$ cat config.mk
export PLATFORM = sky130hd
export DESIGN_NAME = ast_transceiver
export DESIGN_NICKNAME = d
export VERILOG_FILES = /design/src/core/ast_pkg.sv /design/src/core/ast_baud_gen.sv /design/src/core/ast_skid_buf.sv /design/src/core/ast_transceiver.sv
export SDC_FILE = /design/constraint.sdc
export NUM_CORES = 1
export LEC_CHECK = 0
export BUFFER_PORTS_ARGS = -buffer_cell sky130_fd_sc_hd__buf_4
export CELL_PAD_IN_SITES_DETAIL_PLACEMENT = 0
export CELL_PAD_IN_SITES_GLOBAL_PLACEMENT = 1
export CORE_ASPECT_RATIO = 1.4
export CORE_MARGIN = 2
export CORE_UTILIZATION = 40
export CTS_CLUSTER_SIZE = 24
export DETAILED_ROUTE_END_ITERATION = 10
export GPL_ROUTABILITY_DRIVEN = 0
export PLACE_DENSITY_LB_ADDON = 0.1
export SETUP_SLACK_MARGIN = 0.15
export SLEW_MARGIN = 20
export SYNTH_ARGS = -nofsm -noshare
export SYNTH_HDL_FRONTEND = slang
export SYNTH_SLANG_ARGS = --single-unit
$ cat constraint.sdc
create_clock -name clock -period 3.33 [get_ports clock]
set_input_delay 0.333 -clock clock [delete_from_list [all_inputs] [get_ports clock]]
set_output_delay 0.333 -clock clock [all_outputs]
set_load 0.02 [all_outputs]
$ cat src/core/ast_pkg.sv
package ast_pkg;

  // frame geometry
  localparam int FRAME_BITS_8 = 10;
  localparam int FRAME_BITS_9 = 11;
  localparam int DIV_WIDTH = 13;
  localparam int RT_PER_BIT = 16;

  // receiver sample points within a bit, counted from 1
  localparam logic [3:0] RT_START_A = 4'h3;
  localparam logic [3:0] RT_START_B = 4'h5;
  localparam logic [3:0] RT_START_C = 4'h7;
  localparam logic [3:0] RT_DATA_A = 4'h8;
  localparam logic [3:0] RT_DATA_B = 4'h9;
  localparam logic [3:0] RT_DATA_C = 4'hA;
  localparam logic [3:0] RT_LAST = 4'hF;

  // values after reset
  localparam logic RST_TX_EMPTY = 1'b1;
  localparam logic RST_TX_DONE = 1'b1;
  localparam logic RST_LINE = 1'b1;
  localparam logic [DIV_WIDTH-1:0] RST_BAUD_COUNT = 13'h0000;
  localparam logic [10:0] RST_SHIFT = 11'h7FF;

  typedef struct packed {
    logic charLen9;
    logic parityEn;
    logic parityOdd;
  } ast_cfg_t;

  typedef struct packed {
    logic fe;
    logic pe;
    logic nf;
    logic ninth;
    logic [7:0] data;
  } ast_rx_word_t;

  typedef enum logic [1:0] {
    TX_IDLE,
    TX_SHIFT
  } ast_tx_state_t;

  typedef enum logic [1:0] {
    RX_IDLE,
    RX_START,
    RX_DATA,
    RX_STOP
  } ast_rx_state_t;

endpackage

$ cat src/core/ast_baud_gen.sv
`timescale 1ns/1ps
module ast_baud_gen #(
  parameter int DIV_W = ast_pkg::DIV_WIDTH
) (
  input wire logic clock,
  input wire logic nrst,
  input wire logic [DIV_W-1:0] divisor,
  output logic rtTick,
  output logic txTick
);

  logic [DIV_W-1:0] count;
  logic [DIV_W-1:0] next_count;
  logic [3:0] rtCount;
  logic [3:0] next_rtCount;
  logic next_rtTick;
  logic next_txTick;

  // ---------------------------------------------
  // modulus counter, zero divisor stops the clock
  // ---------------------------------------------
  always_comb begin
    next_count = count;
    next_rtCount = rtCount;
    next_rtTick = 1'b0;
    next_txTick = 1'b0;
    if (divisor == '0) begin
      next_count = ast_pkg::RST_BAUD_COUNT;
    end else if (count <= DIV_W'(1)) begin
      next_count = divisor;
      next_rtTick = 1'b1;
      next_rtCount = rtCount + 4'h1;
      next_txTick = (rtCount == ast_pkg::RT_LAST);
    end else begin
      next_count = count - DIV_W'(1);
    end
  end

  always_ff @(posedge clock or negedge nrst) begin
    if (!nrst) begin
      count <= ast_pkg::RST_BAUD_COUNT;
      rtCount <= 4'h0;
      rtTick <= 1'b0;
      txTick <= 1'b0;
    end else begin
      count <= next_count;
      rtCount <= next_rtCount;
      rtTick <= next_rtTick;
      txTick <= next_txTick;
    end
  end

endmodule

$ cat src/core/ast_skid_buf.sv
`timescale 1ns/1ps
module ast_skid_buf #(
  parameter int WIDTH = 12,
  parameter int DEPTH = 2
) (
  input wire logic clock,
  input wire logic nrst,
  input wire logic inValid,
  output logic inReady,
  input wire logic [WIDTH-1:0] inData,
  output logic outValid,
  input wire logic outReady,
  output logic [WIDTH-1:0] outData
);

  localparam int PW = (DEPTH > 1) ? $clog2(DEPTH) : 1;

  logic [WIDTH-1:0] mem [DEPTH];
  logic [PW-1:0] wrPtr;
  logic [PW-1:0] rdPtr;
  logic [PW:0] fill;
  logic [PW-1:0] next_wrPtr;
  logic [PW-1:0] next_rdPtr;
  logic [PW:0] next_fill;
  logic push;
  logic pop;

  // -----------------
  // pointer bookkeeping
  // -----------------
  always_comb begin
    push = inValid && inReady;
    pop = outValid && outReady;
    next_wrPtr = wrPtr;
    next_rdPtr = rdPtr;
    next_fill = fill;
    if (push) begin
      next_wrPtr = (wrPtr == PW'(DEPTH - 1)) ? '0 : wrPtr + PW'(1);
    end
    if (pop) begin
      next_rdPtr = (rdPtr == PW'(DEPTH - 1)) ? '0 : rdPtr + PW'(1);
    end
    if (push && !pop) begin
      next_fill = fill + (PW+1)'(1);
    end else if (pop && !push) begin
      next_fill = fill - (PW+1)'(1);
    end
  end

  always_ff @(posedge clock or negedge nrst) begin
    if (!nrst) begin
      wrPtr <= '0;
      rdPtr <= '0;
      fill <= '0;
    end else begin
      wrPtr <= next_wrPtr;
      rdPtr <= next_rdPtr;
      fill <= next_fill;
    end
  end

  always_ff @(posedge clock) begin
    if (push) begin
      mem[wrPtr] <= inData;
    end
  end

  assign inReady = (fill != (PW+1)'(DEPTH));
  assign outValid = (fill != '0);
  assign outData = mem[rdPtr];

endmodule

$ cat src/core/ast_transceiver.sv
`timescale 1ns/1ps
module ast_transceiver #(
  parameter int DIV_W = ast_pkg::DIV_WIDTH
) (
  input wire logic clock,
  input wire logic nrst,
  input wire ast_pkg::ast_cfg_t cfg,
  input wire logic [DIV_W-1:0] baudDivisor,
  input wire logic txEnable,
  input wire logic sendBreak,
  input wire logic txEmptyIrqEn,
  input wire logic rxFullIrqEn,
  input wire logic statusRead,
  input wire logic dataLowWrite,
  input wire logic dataHighWrite,
  input wire logic dataLowRead,
  input wire logic [7:0] txDataIn,
  input wire logic txNinthIn,
  input wire logic rxdIn,
  output logic txdOut,
  output logic txdOeN,
  output logic rxPinOwned,
  output logic txBufferEmptyFlag,
  output logic txCompleteFlag,
  output logic rxFullFlag,
  output logic framingErrFlag,
  output logic parityErrFlag,
  output logic noiseFlag,
  output logic overrunFlag,
  output logic rxActiveFlag,
  output logic [7:0] rxData,
  output logic rxNinthBit,
  output logic txIrq,
  output logic rxIrq
);

  function automatic logic maj3(input logic [2:0] s);
    maj3 = (s[0] & s[1]) | (s[0] & s[2]) | (s[1] & s[2]);
  endfunction

  function automatic logic noisy3(input logic [2:0] s);
    noisy3 = !((s == 3'h0) || (s == 3'h7));
  endfunction

  logic rtTick;
  logic txTick;

  ast_baud_gen #(.DIV_W(DIV_W)) baudGen (
    .clock(clock),
    .nrst(nrst),
    .divisor(baudDivisor),
    .rtTick(rtTick),
    .txTick(txTick)
  );

  // ---------------------------------------------
  // transmit data register and empty flag
  // ---------------------------------------------
  logic [7:0] txData;
  logic txNinthBit;
  logic txArm;
  logic [7:0] next_txData;
  logic next_txNinthBit;
  logic next_txArm;
  logic next_txBufferEmptyFlag;
  logic txHandOver;

  always_comb begin
    next_txData = txData;
    next_txNinthBit = txNinthBit;
    next_txArm = txArm;
    next_txBufferEmptyFlag = txBufferEmptyFlag;
    if (statusRead && txBufferEmptyFlag) begin
      next_txArm = 1'b1;
    end
    if (dataHighWrite) begin
      next_txNinthBit = txNinthIn;
    end
    if (dataLowWrite) begin
      next_txData = txDataIn;
      next_txArm = 1'b0;
      if (txArm) begin
        next_txBufferEmptyFlag = 1'b0;
      end
    end
    if (txHandOver) begin
      next_txBufferEmptyFlag = 1'b1;
    end
  end

  always_ff @(posedge clock or negedge nrst) begin
    if (!nrst) begin
      txData <= 8'h00;
      txNinthBit <= 1'b0;
      txArm <= 1'b0;
      txBufferEmptyFlag <= ast_pkg::RST_TX_EMPTY;
    end else begin
      txData <= next_txData;
      txNinthBit <= next_txNinthBit;
      txArm <= next_txArm;
      txBufferEmptyFlag <= next_txBufferEmptyFlag;
    end
  end

  // ---------------------------------------------
  // transmit shifter
  // ---------------------------------------------
  ast_pkg::ast_tx_state_t txState;
  ast_pkg::ast_tx_state_t next_txState;
  logic [10:0] txShift;
  logic [10:0] next_txShift;
  logic [3:0] txBitsLeft;
  logic [3:0] next_txBitsLeft;
  logic txEnPrev;
  logic preamblePending;
  logic next_preamblePending;
  logic breakTail;
  logic next_breakTail;
  logic inBreak;
  logic next_inBreak;
  logic [3:0] frameLen;
  logic [8:0] txChar;
  logic preambleDue;
  logic tailDue;
  logic loadSlot;
  logic next_txdOut;
  logic next_txdOeN;
  logic next_txCompleteFlag;

  always_comb begin
    frameLen = cfg.charLen9 ? 4'(ast_pkg::FRAME_BITS_9) : 4'(ast_pkg::FRAME_BITS_8);
    txChar = {txNinthBit, txData};
    if (cfg.parityEn) begin
      if (cfg.charLen9) begin
        txChar[8] = ^txData ^ cfg.parityOdd;
      end else begin
        txChar[7] = ^txData[6:0] ^ cfg.parityOdd;
      end
    end
    next_txState = txState;
    next_txShift = txShift;
    next_txBitsLeft = txBitsLeft;
    next_preamblePending = preamblePending;
    next_breakTail = breakTail;
    next_inBreak = inBreak;
    txHandOver = 1'b0;
    // an enable edge on the load tick itself still gets its preamble
    preambleDue = preamblePending || (txEnable && !txEnPrev);
    tailDue = breakTail;
    loadSlot = 1'b0;
    if (txEnable && !txEnPrev) begin
      next_preamblePending = 1'b1;
    end
    unique case (txState)
      ast_pkg::TX_IDLE: begin
        loadSlot = txTick && txEnable;
      end
      ast_pkg::TX_SHIFT: begin
        if (txTick) begin
          next_txShift = {1'b1, txShift[10:1]};
          next_txBitsLeft = txBitsLeft - 4'h1;
          if (txBitsLeft == 4'h1) begin
            // next character follows straight on, breaks run back to back
            loadSlot = txEnable;
            tailDue = breakTail || (inBreak && !sendBreak);
            next_breakTail = tailDue;
            next_inBreak = 1'b0;
            next_txState = ast_pkg::TX_IDLE;
          end
        end
      end
    endcase
    if (loadSlot) begin
      if (preambleDue) begin
        next_txShift = ast_pkg::RST_SHIFT;
        next_txBitsLeft = frameLen;
        next_preamblePending = 1'b0;
        next_txState = ast_pkg::TX_SHIFT;
      end else if (sendBreak) begin
        next_txShift = 11'h000;
        next_txBitsLeft = frameLen;
        next_inBreak = 1'b1;
        next_txState = ast_pkg::TX_SHIFT;
      end else if (tailDue) begin
        next_txShift = ast_pkg::RST_SHIFT;
        next_txBitsLeft = 4'h1;
        next_breakTail = 1'b0;
        next_txState = ast_pkg::TX_SHIFT;
      end else if (!txBufferEmptyFlag) begin
        if (cfg.charLen9) begin
          next_txShift = {1'b1, txChar, 1'b0};
        end else begin
          next_txShift = {2'b11, txChar[7:0], 1'b0};
        end
        next_txBitsLeft = frameLen;
        txHandOver = 1'b1;
        next_txState = ast_pkg::TX_SHIFT;
      end
    end
    next_txdOut = (txState == ast_pkg::TX_SHIFT) ? txShift[0] : ast_pkg::RST_LINE;
    next_txdOeN = !(txEnable || (txState == ast_pkg::TX_SHIFT));
    next_txCompleteFlag = (txState == ast_pkg::TX_IDLE) && txBufferEmptyFlag && !preamblePending;
  end

  always_ff @(posedge clock or negedge nrst) begin
    if (!nrst) begin
      txState <= ast_pkg::TX_IDLE;
      txShift <= ast_pkg::RST_SHIFT;
      txBitsLeft <= 4'h0;
      txEnPrev <= 1'b0;
      preamblePending <= 1'b0;
      breakTail <= 1'b0;
      inBreak <= 1'b0;
      txdOut <= ast_pkg::RST_LINE;
      txdOeN <= 1'b1;
      txCompleteFlag <= ast_pkg::RST_TX_DONE;
    end else begin
      txState <= next_txState;
      txShift <= next_txShift;
      txBitsLeft <= next_txBitsLeft;
      txEnPrev <= txEnable;
      preamblePending <= next_preamblePending;
      breakTail <= next_breakTail;
      inBreak <= next_inBreak;
      txdOut <= next_txdOut;
      txdOeN <= next_txdOeN;
      txCompleteFlag <= next_txCompleteFlag;
    end
  end

  // ---------------------------------------------
  // receive pin filter
  // ---------------------------------------------
  logic [2:0] rxSync;
  logic rxLevel;
  logic rxLevelPrev;

  always_ff @(posedge clock or negedge nrst) begin
    if (!nrst) begin
      rxSync <= 3'h7;
      rxLevel <= ast_pkg::RST_LINE;
      rxLevelPrev <= ast_pkg::RST_LINE;
    end else begin
      rxSync <= {rxSync[1:0], rxdIn};
      if (rxSync[1] == rxSync[2]) begin
        rxLevel <= rxSync[2];
      end
      rxLevelPrev <= rxLevel;
    end
  end

  // ---------------------------------------------
  // receive shifter, 16 samples per bit
  // ---------------------------------------------
  ast_pkg::ast_rx_state_t rxState;
  ast_pkg::ast_rx_state_t next_rxState;
  logic [3:0] rtPhase;
  logic [3:0] next_rtPhase;
  logic [2:0] samples;
  logic [2:0] next_samples;
  logic [8:0] rxShift;
  logic [8:0] next_rxShift;
  logic [3:0] rxBitIdx;
  logic [3:0] next_rxBitIdx;
  logic rxNoise;
  logic next_rxNoise;
  logic pushValid;
  logic pushReady;
  ast_pkg::ast_rx_word_t pushWord;
  logic rxBit;
  logic [3:0] dataBits;
  logic rxParity;
  logic next_overrun;

  always_comb begin
    dataBits = cfg.charLen9 ? 4'h9 : 4'h8;
    rxBit = maj3(samples);
    next_rxState = rxState;
    next_rtPhase = rtPhase;
    next_samples = samples;
    next_rxShift = rxShift;
    next_rxBitIdx = rxBitIdx;
    next_rxNoise = rxNoise;
    pushValid = 1'b0;
    rxParity = ^rxShift ^ cfg.parityOdd;
    pushWord.data = rxShift[7:0];
    pushWord.ninth = cfg.charLen9 ? rxShift[8] : 1'b0;
    pushWord.fe = !maj3(samples);
    pushWord.nf = rxNoise || noisy3(samples);
    pushWord.pe = cfg.parityEn && rxParity;
    if (rxState == ast_pkg::RX_IDLE) begin
      if (rxPinOwned && rxLevelPrev && !rxLevel) begin
        next_rxState = ast_pkg::RX_START;
        next_rtPhase = 4'h1;
        next_samples = 3'h0;
        next_rxNoise = 1'b0;
        next_rxShift = 9'h000;
        next_rxBitIdx = 4'h0;
      end
    end else if (rtTick) begin
      next_rtPhase = rtPhase + 4'h1;
      if (rxState == ast_pkg::RX_START) begin
        if (next_rtPhase == ast_pkg::RT_START_A) begin
          next_samples[0] = rxLevel;
        end
        if (next_rtPhase == ast_pkg::RT_START_B) begin
          next_samples[1] = rxLevel;
        end
        if (next_rtPhase == ast_pkg::RT_START_C) begin
          next_samples[2] = rxLevel;
          next_rxNoise = noisy3({rxLevel, samples[1:0]});
          if (maj3({rxLevel, samples[1:0]})) begin
            next_rxState = ast_pkg::RX_IDLE;
          end
        end
      end else begin
        if (next_rtPhase == ast_pkg::RT_DATA_A) begin
          next_samples[0] = rxLevel;
        end
        if (next_rtPhase == ast_pkg::RT_DATA_B) begin
          next_samples[1] = rxLevel;
        end
        if (next_rtPhase == ast_pkg::RT_DATA_C) begin
          next_samples[2] = rxLevel;
        end
      end
      if (rtPhase == ast_pkg::RT_LAST) begin
        unique case (rxState)
          ast_pkg::RX_START: begin
            next_rxState = ast_pkg::RX_DATA;
          end
          ast_pkg::RX_DATA: begin
            next_rxShift[rxBitIdx] = rxBit;
            next_rxNoise = rxNoise || noisy3(samples);
            next_rxBitIdx = rxBitIdx + 4'h1;
            if (rxBitIdx == dataBits - 4'h1) begin
              next_rxState = ast_pkg::RX_STOP;
            end
          end
          ast_pkg::RX_STOP: begin
            pushValid = 1'b1;
            next_rxState = ast_pkg::RX_IDLE;
          end
          default: begin
            next_rxState = ast_pkg::RX_IDLE;
          end
        endcase
      end
    end
  end

  always_ff @(posedge clock or negedge nrst) begin
    if (!nrst) begin
      rxState <= ast_pkg::RX_IDLE;
      rtPhase <= 4'h0;
      samples <= 3'h0;
      rxShift <= 9'h000;
      rxBitIdx <= 4'h0;
      rxNoise <= 1'b0;
    end else begin
      rxState <= next_rxState;
      rtPhase <= next_rtPhase;
      samples <= next_samples;
      rxShift <= next_rxShift;
      rxBitIdx <= next_rxBitIdx;
      rxNoise <= next_rxNoise;
    end
  end

  // ---------------------------------------------
  // receive buffer and data register
  // ---------------------------------------------
  logic popValid;
  logic popReady;
  ast_pkg::ast_rx_word_t popWord;
  logic rxArm;
  logic next_rxArm;
  logic next_rxFullFlag;
  logic [7:0] next_rxData;
  logic next_rxNinthBit;
  logic next_framingErrFlag;
  logic next_parityErrFlag;
  logic next_noiseFlag;
  logic rxClear;

  ast_skid_buf #(.WIDTH($bits(ast_pkg::ast_rx_word_t)), .DEPTH(2)) rxBuf (
    .clock(clock),
    .nrst(nrst),
    .inValid(pushValid),
    .inReady(pushReady),
    .inData(pushWord),
    .outValid(popValid),
    .outReady(popReady),
    .outData(popWord)
  );

  always_comb begin
    rxClear = dataLowRead && rxArm;
    popReady = !rxFullFlag || rxClear;
    next_rxArm = rxArm;
    next_rxFullFlag = rxFullFlag;
    next_rxData = rxData;
    next_rxNinthBit = rxNinthBit;
    next_framingErrFlag = framingErrFlag;
    next_parityErrFlag = parityErrFlag;
    next_noiseFlag = noiseFlag;
    next_overrun = overrunFlag;
    if (statusRead && rxFullFlag) begin
      next_rxArm = 1'b1;
    end
    if (dataLowRead) begin
      next_rxArm = 1'b0;
    end
    if (rxClear) begin
      next_rxFullFlag = 1'b0;
      next_overrun = 1'b0;
    end
    if (popValid && popReady) begin
      next_rxData = popWord.data;
      next_rxNinthBit = popWord.ninth;
      next_framingErrFlag = popWord.fe;
      next_parityErrFlag = popWord.pe;
      next_noiseFlag = popWord.nf;
      next_rxFullFlag = 1'b1;
    end
    if (pushValid && !pushReady) begin
      next_overrun = 1'b1;
    end
  end

  always_ff @(posedge clock or negedge nrst) begin
    if (!nrst) begin
      rxArm <= 1'b0;
      rxFullFlag <= 1'b0;
      rxData <= 8'h00;
      rxNinthBit <= 1'b0;
      framingErrFlag <= 1'b0;
      parityErrFlag <= 1'b0;
      noiseFlag <= 1'b0;
      overrunFlag <= 1'b0;
      rxActiveFlag <= 1'b0;
      rxPinOwned <= 1'b0;
      txIrq <= 1'b0;
      rxIrq <= 1'b0;
    end else begin
      rxArm <= next_rxArm;
      rxFullFlag <= next_rxFullFlag;
      rxData <= next_rxData;
      rxNinthBit <= next_rxNinthBit;
      framingErrFlag <= next_framingErrFlag;
      parityErrFlag <= next_parityErrFlag;
      noiseFlag <= next_noiseFlag;
      overrunFlag <= next_overrun;
      rxActiveFlag <= (rxState != ast_pkg::RX_IDLE);
      rxPinOwned <= txEnable || (txState == ast_pkg::TX_SHIFT);
      txIrq <= next_txBufferEmptyFlag && txEmptyIrqEn;
      rxIrq <= next_rxFullFlag && rxFullIrqEn;
    end
  end

endmodule

# --- After elaboration in Yosys (flattened, before gate mapping) ---
# Memory sizes are Yosys's and may differ from the RTL's. A register that Yosys moved wholly into a read port is not among the register bits.
# Index checks and enable logic that the tools add are counted.
word_totals:
  reg_bits: 93
  latchBits: 0
  ramBits: 24
  mem_bits_ro: 0
  input_bits: 36
  n_memories: 1
memory_table:
  columns: ["memory", "words", "word_bits", "rd", "rd_clocked_by_memory_dff", "write_ports", "line_no", "text"]
  rows:
  - ["rxBuf.mem", 2, 12, 1, 1, 1, "ast_skid_buf.sv:18", "logic [WIDTH-1:0] mem [DEPTH];"]
op_classes:
  n_addsub: 10
  n_mul: 0
  div: 0
  magnitude_cmp: 3
  eq_ne: 22
  shifts: 0
  mux: 122
  n_bitwise: 13
  reduce_logical: 65
op_table:
  columns: ["cell", "count"]
  rows:
  - ["11-bit two-way mux", 7]
  - ["1-bit two-way mux", 65]
  - ["4-bit two-way mux", 15]
  - ["9-bit two-way mux", 5]
  - ["2-bit two-way mux", 19]
  - ["13-bit two-way mux", 2]
  - ["4-bit == test, second input constant", 5]
  - ["1-bit logical AND", 19]
  - ["2-bit nonzero test", 9]
  - ["4-bit AND reduction", 4]
  - ["13-bit by 1-bit <= comparator with 1-bit output, second input constant", 1]
  - ["1-bit logical NOT", 13]
  - ["13-bit logical NOT", 1]
  - ["13-bit by 1-bit subtractor with 13-bit output, second input constant", 1]
  - ["4-bit by 1-bit adder with 4-bit output, second input constant", 3]
  - ["3-bit two-way mux", 4]
  - ["10-bit two-way mux", 1]
  - ["9-bit bitwise mux", 1]
  - ["3-bit by 2-bit != test with 1-bit output, second input constant", 3]
  - ["3-bit nonzero test", 3]
  - ["9-bit XOR reduction", 1]
  - ["4-bit by 3-bit == test with 1-bit output, second input constant", 2]
  - ["8-bit XOR reduction", 1]
  - ["4-bit by 1-bit subtractor with 4-bit output, second input constant", 2]
  - ["other kinds (26)", 48]

# --- Depth between registers and ports, before layout ---
depth:
  ltp_word: 12
  ltp_mapped: 11
  ltp_nobuf: 10

# --- Hierarchy ---
# Synthesis repeated with hierarchy kept, for this count alone.
unflattened:
  cells_unflattened: 557
  area_unflattened_um2: 6493.7
modules_own_cells:
  columns: ["mod", "instances", "cells_each", "area_each_um2", "seq_area_each_um2"]
  rows:
  - ["ast_transceiver", 1, 402, 4300.4, 2077.0]
  - ["ast_baud_gen", 1, 100, 1114.8, 475.5]
  - ["ast_skid_buf", 1, 55, 1078.5, 820.8]

# --- Worst setup path before layout ---
# Ideal clock, no wire load.
synth_path:
  path_kind: "register to register"
  startpoint: "register rxState[0]"
  endpoint: "memory rxBuf.mem[0][0] (enable)"
  setup_ps: 396
  t_arrival_ps: 2203
  required_ps: 2934
  path_slack_ps: 731
  stages_incl_launch_ff: 8
  path_cell_list: "dfrtp_1 -> inv_1 -> ha_1 -> clkbuf_1 -> nand2b_1 -> nor2_1 -> nand2_1 -> nor3_1"
synth_via:
  elab_chain_len: 8
  elab_cells_between_ends: 9
  classes_between: "eq/ne (1); mux (6); reduce/logical (2)"
synth_lines:
  columns: ["element", "line_no", "text"]
  rows:
  - ["start, declared", "ast_transceiver.sv:255", "ast_pkg::ast_rx_state_t rxState;"]
  - ["start signal, assigned", "ast_transceiver.sv:354", "rxState <= ast_pkg::RX_IDLE;"]
  - ["start signal, assigned", "ast_transceiver.sv:361", "rxState <= next_rxState;"]
  - ["2-bit == test", "ast_transceiver.sv:328", "unique case (rxState)"]
  - ["1-bit two-way mux", "ast_transceiver.sv:328", null]
  - ["1-bit two-way mux", "ast_transceiver.sv:327", "if (rtPhase == ast_pkg::RT_LAST) begin"]
  - ["1-bit two-way mux", "ast_transceiver.sv:300", "end else if (rtTick) begin"]
  - ["1-bit two-way mux *", "ast_transceiver.sv:291", "if (rxState == ast_pkg::RX_IDLE) begin"]
  - ["1-bit logical AND *", "ast_skid_buf.sv:32", "push = inValid && inReady;"]
  - ["1-bit two-way mux *", "ast_skid_buf.sv:63", "if (push) begin"]
  - ["1-bit two-way mux (not written as such) *", "ast_skid_buf.sv:64", "mem[wrPtr] <= inData;"]
  - ["end, declared", "ast_skid_buf.sv:18", null]
# Every way passes the cells marked *; elsewhere a longest branch is shown, timed or not.

# --- Worst setup path after layout ---
layout_path:
  startpoint: "register baudGen.count[4]"
  endpoint: "register baudGen.count[3]"
layout_via:
  elab_chain_len: 3
layout_lines:
  columns: ["element", "line_no", "text"]
  rows:
  - ["start, declared", "ast_baud_gen.sv:12", "logic [DIV_W-1:0] count;"]
  - ["start signal, assigned", "ast_baud_gen.sv:41", "count <= ast_pkg::RST_BAUD_COUNT;"]
  - ["start signal, assigned", "ast_baud_gen.sv:46", "count <= next_count;"]
  - ["13-bit by 1-bit <= comparator with 1-bit output", "ast_baud_gen.sv:29", "end else if (count <= DIV_W'(1)) begin"]
  - ["13-bit two-way mux", "ast_baud_gen.sv:29", null]
  - ["13-bit two-way mux", "ast_baud_gen.sv:27", "if (divisor == '0) begin"]
  - ["named net baudGen.next_count[3]", "ast_baud_gen.sv:13", "logic [DIV_W-1:0] next_count;"]
# The timed path passes the listed nets, and every way through them passes these cells.
# A chain may end at the register's enable or synchronous reset.

==> impl_metrics.env <==
export IMPL_outcome="finished, final reports clean"
export IMPL_synth_xor_area_share_pct=6.29
export IMPL_cts_tree="yes"
export IMPL_avgSynthCellArea_um2=11.4
export IMPL_synth_compound_area_share_pct=11.0
export IMPL_grt_start_max_net_pins=60
export IMPL_nets=663
export IMPL_cp_max_fo=26
export IMPL_async_flop_share_pct=81.4
export IMPL_antenna_found_initial=0
export IMPL_grt_pass1_wl_um=21100
export IMPL_antenna_cells=0
export IMPL_vias=4225
export IMPL_overflow=0
export IMPL_drt_iter0_markers=151
export IMPL_r2r_cells=5
export IMPL_rsz0062_at_grt="no"
export IMPL_clockBufferDepth=2
export IMPL_syn_to_final_growth_pct=19.5
export IMPL_start_kind="flop"
export IMPL_cts_num_sinks=129
export IMPL_syn_inst=545
export IMPL_final_cell_mix="85 x dfrtp_1, 63 x buf_4, 53 x nor2_1, 39 x nand2_1, 32 x mux2i_1"
export IMPL_p_leak_nw=3.05
export IMPL_synth_distinct_cells=61
export IMPL_cp_data_required_time_ps=3570
export IMPL_synthMuxAreaShare_pct=7.31
export IMPL_critical_path_class="reg -> reg"
export IMPL_die_y_um=152
export IMPL_place_hpwl_um=8990
export IMPL_hold_viol=0
export IMPL_yosys_area_share_simple_pct=14.2
export IMPL_wl_per_cell_um=15.6
export IMPL_clk_pin_slew_ps=60
export IMPL_cts_htree_levels=4
export IMPL_synth_nets=600
export IMPL_die_w_um=109
export IMPL_cts_root_buf="clkbuf_16"
export IMPL_drc=0
export IMPL_setup_worst_path_end_class="flop"
export IMPL_final_common_cell="dfrtp_1"
export IMPL_synth_warnings=0
export IMPL_peakVddDrop_v=0.000295
export IMPL_dieArea_um2=16600
export IMPL_groute_usage_overall_pct=16.7
export IMPL_setup_viol=0
export IMPL_fmax_mhz=381
export IMPL_final_cell_count_no_fill=817
export IMPL_grt_pass1_vias=4277
export IMPL_start_util_pct=40.4
export IMPL_wl_um=12800
export IMPL_port_buffers=57
export IMPL_worstPathArrival_ps=2860
export IMPL_ant_nets=0
export IMPL_powerDensity_nw_per_um2=603
export IMPL_ys_flop_type="dfrtp_1"
export IMPL_worst_pin_slew_ps=1050
export IMPL_drv_cap=0
export IMPL_finalCritPeriodShare_pct=78.9
export IMPL_whs_ps=9.80
export IMPL_synth_top_family_by_area="simple AND/OR/NAND/NOR gates"
export IMPL_setup_tns_ps=0
export IMPL_seq_area_frac_synth_pct=54.1
export IMPL_netlist_area_um2=6230
export IMPL_fp_row_count=54
export IMPL_fin_skew_ps=11.2
export IMPL_drive_gt1_share_pct=23.7
export IMPL_synthAdderAreaFrac_pct=4.30
export IMPL_ios=58
export IMPL_vias_per_cell=5.17
export IMPL_cts_resized=0
export IMPL_hold_class="in -> async"
export IMPL_synth_edf_count=24
export IMPL_drtPass1Iterations=5
export IMPL_drv_slew=0
export IMPL_finalCriticalPeriod_ps=2630
export IMPL_ys_ff_latch=129
export IMPL_clock_latency_ps=420
export IMPL_dpl_cell_count=784
export IMPL_core_um2=15400
export IMPL_cts_buffers=17
export IMPL_slew_headroom_pct=30.0
[critical path, cell delays in order (launching register included)]
cell and delay [ps]:
dfrtp_1 420, or4_4 570, or4_4 450, or2_1 630
nor2_1 300, a311oi_2 70
[power by group]
group | switching, mW | internal (mW) | total, mW
Sequential | 0.188 | 1.78 | 1.97
Combinational | 0.362 | 0.389 | 0.751
Clock | 0.786 | 0.989 | 1.78
[area by class of cell]
class | count | area, um2
clock buffers | 17 | 425
clock inverters | 15 | 141
inverters | 19 | 71.3
multi-input cells | 376 | 2690
repair buffers | 65 | 503
flip-flops and latches | 129 | 3370
well taps | 196 | 245
fillers | 1408 | 7960
[flip-flops by register name, summed over array words and instances, names as in the netlist, 2 cells and up]
| name | flops |
|---|---|
| rxBuf.mem | 24 |
| rxBitIdx | 4 |
| rtPhase | 4 |
| txBitsLeft | 4 |
| txData | 8 |
| txShift | 11 |
| samples | 3 |
| rxData | 8 |
| rxState | 2 |
| rxSync | 3 |
| rxBuf.fill | 2 |
| rxShift | 9 |
| baudGen.rtCount | 4 |
| baudGen.count | 13 |
| txState | 2 |
[stage by stage]
step	cell area [um2]	worst slack (ps)	utilization, %	total power [mW]
after CTS	7440	700	48.3	4.55
after floorplan	6230	731	-	2.50
after global placement	6870	800	44.6	2.73
final	7450	703	48.4	4.49
after detailed placement	6870	710	44.6	2.76
after global routing	7450	562	48.4	4.74
[path summary, 6_finish.rpt]
kind	startpoint	end	slack (ps)
hold reg to reg	rxSync[0]	rxSync[1]	360
max in group asynchronous	nrst	txShift[2]	2530
hold / removal	nrst	samples[0]	10
setup / recovery	baudGen.count[4]	baudGen.count[3]	700
min in group clock	dataLowRead	rxArm	70
setup reg to reg	baudGen.count[4]	baudGen.count[3]	700
[layer usage]
| metal | up-vias | part of all wire, % | global-route usage [%] |
|---|---|---|---|
| met5 | - | 0 | 0 |
| met4 | 0 | 2.1 | 7.15 |
| met3 | 25 | 2.6 | 3.46 |
| met2 | 79 | 53 | 29.2 |
| met1 | 2040 | 42 | 19.5 |
| li1 | 2081 | - | - |
[cell usage after synthesis, types with 4 or more instances]
cell      instances  area (um2)
a21oi_1          27         135
nor4b_1           4        35.0
mux2i_1          32         320
a21o_1            4        30.0
nand4b_1          7        61.3
and2_1            7        43.8
ha_1             19         238
dfrtp_1          85        2130
a31oi_1           7        43.8
mux2_2           12         135
nor2b_1           4        25.0
o211ai_1          9        67.6
a211oi_2         12         150
xor2_1           12         105
xnor2_1          30         263
nand3_1          13        65.1
nor4_1            6        37.5
nand2_1          39         146
nand2b_1          7        43.8
edfxtp_1         24         721
dfstp_2          20         526
nor2_1           53         199
o21ai_0          13        65.1
clkbuf_1         16        60.1
inv_1            19        71.3
nor3_1           10        50.1
[kinds of logic (layout without fill, tap and decap cells)]
kind of cell | Yosys count | in the layout
muxes | 44 | 44
adders and majority gates | 22 | 22
xor gates and xnor gates | 43 | 43
and+or+nand+nor | 172 | 172
AOI/OAI and AO/OA | 95 | 95
buffers and inverters | 40 | 116
DFF | 129 | 129
[repair_timing]
action	4_1_cts	5_1_grt
endpoints found under the hold margin	0	1
hold buffers	0	1
buffers inserted	0	0
Power figures use the tool's default switching activity.
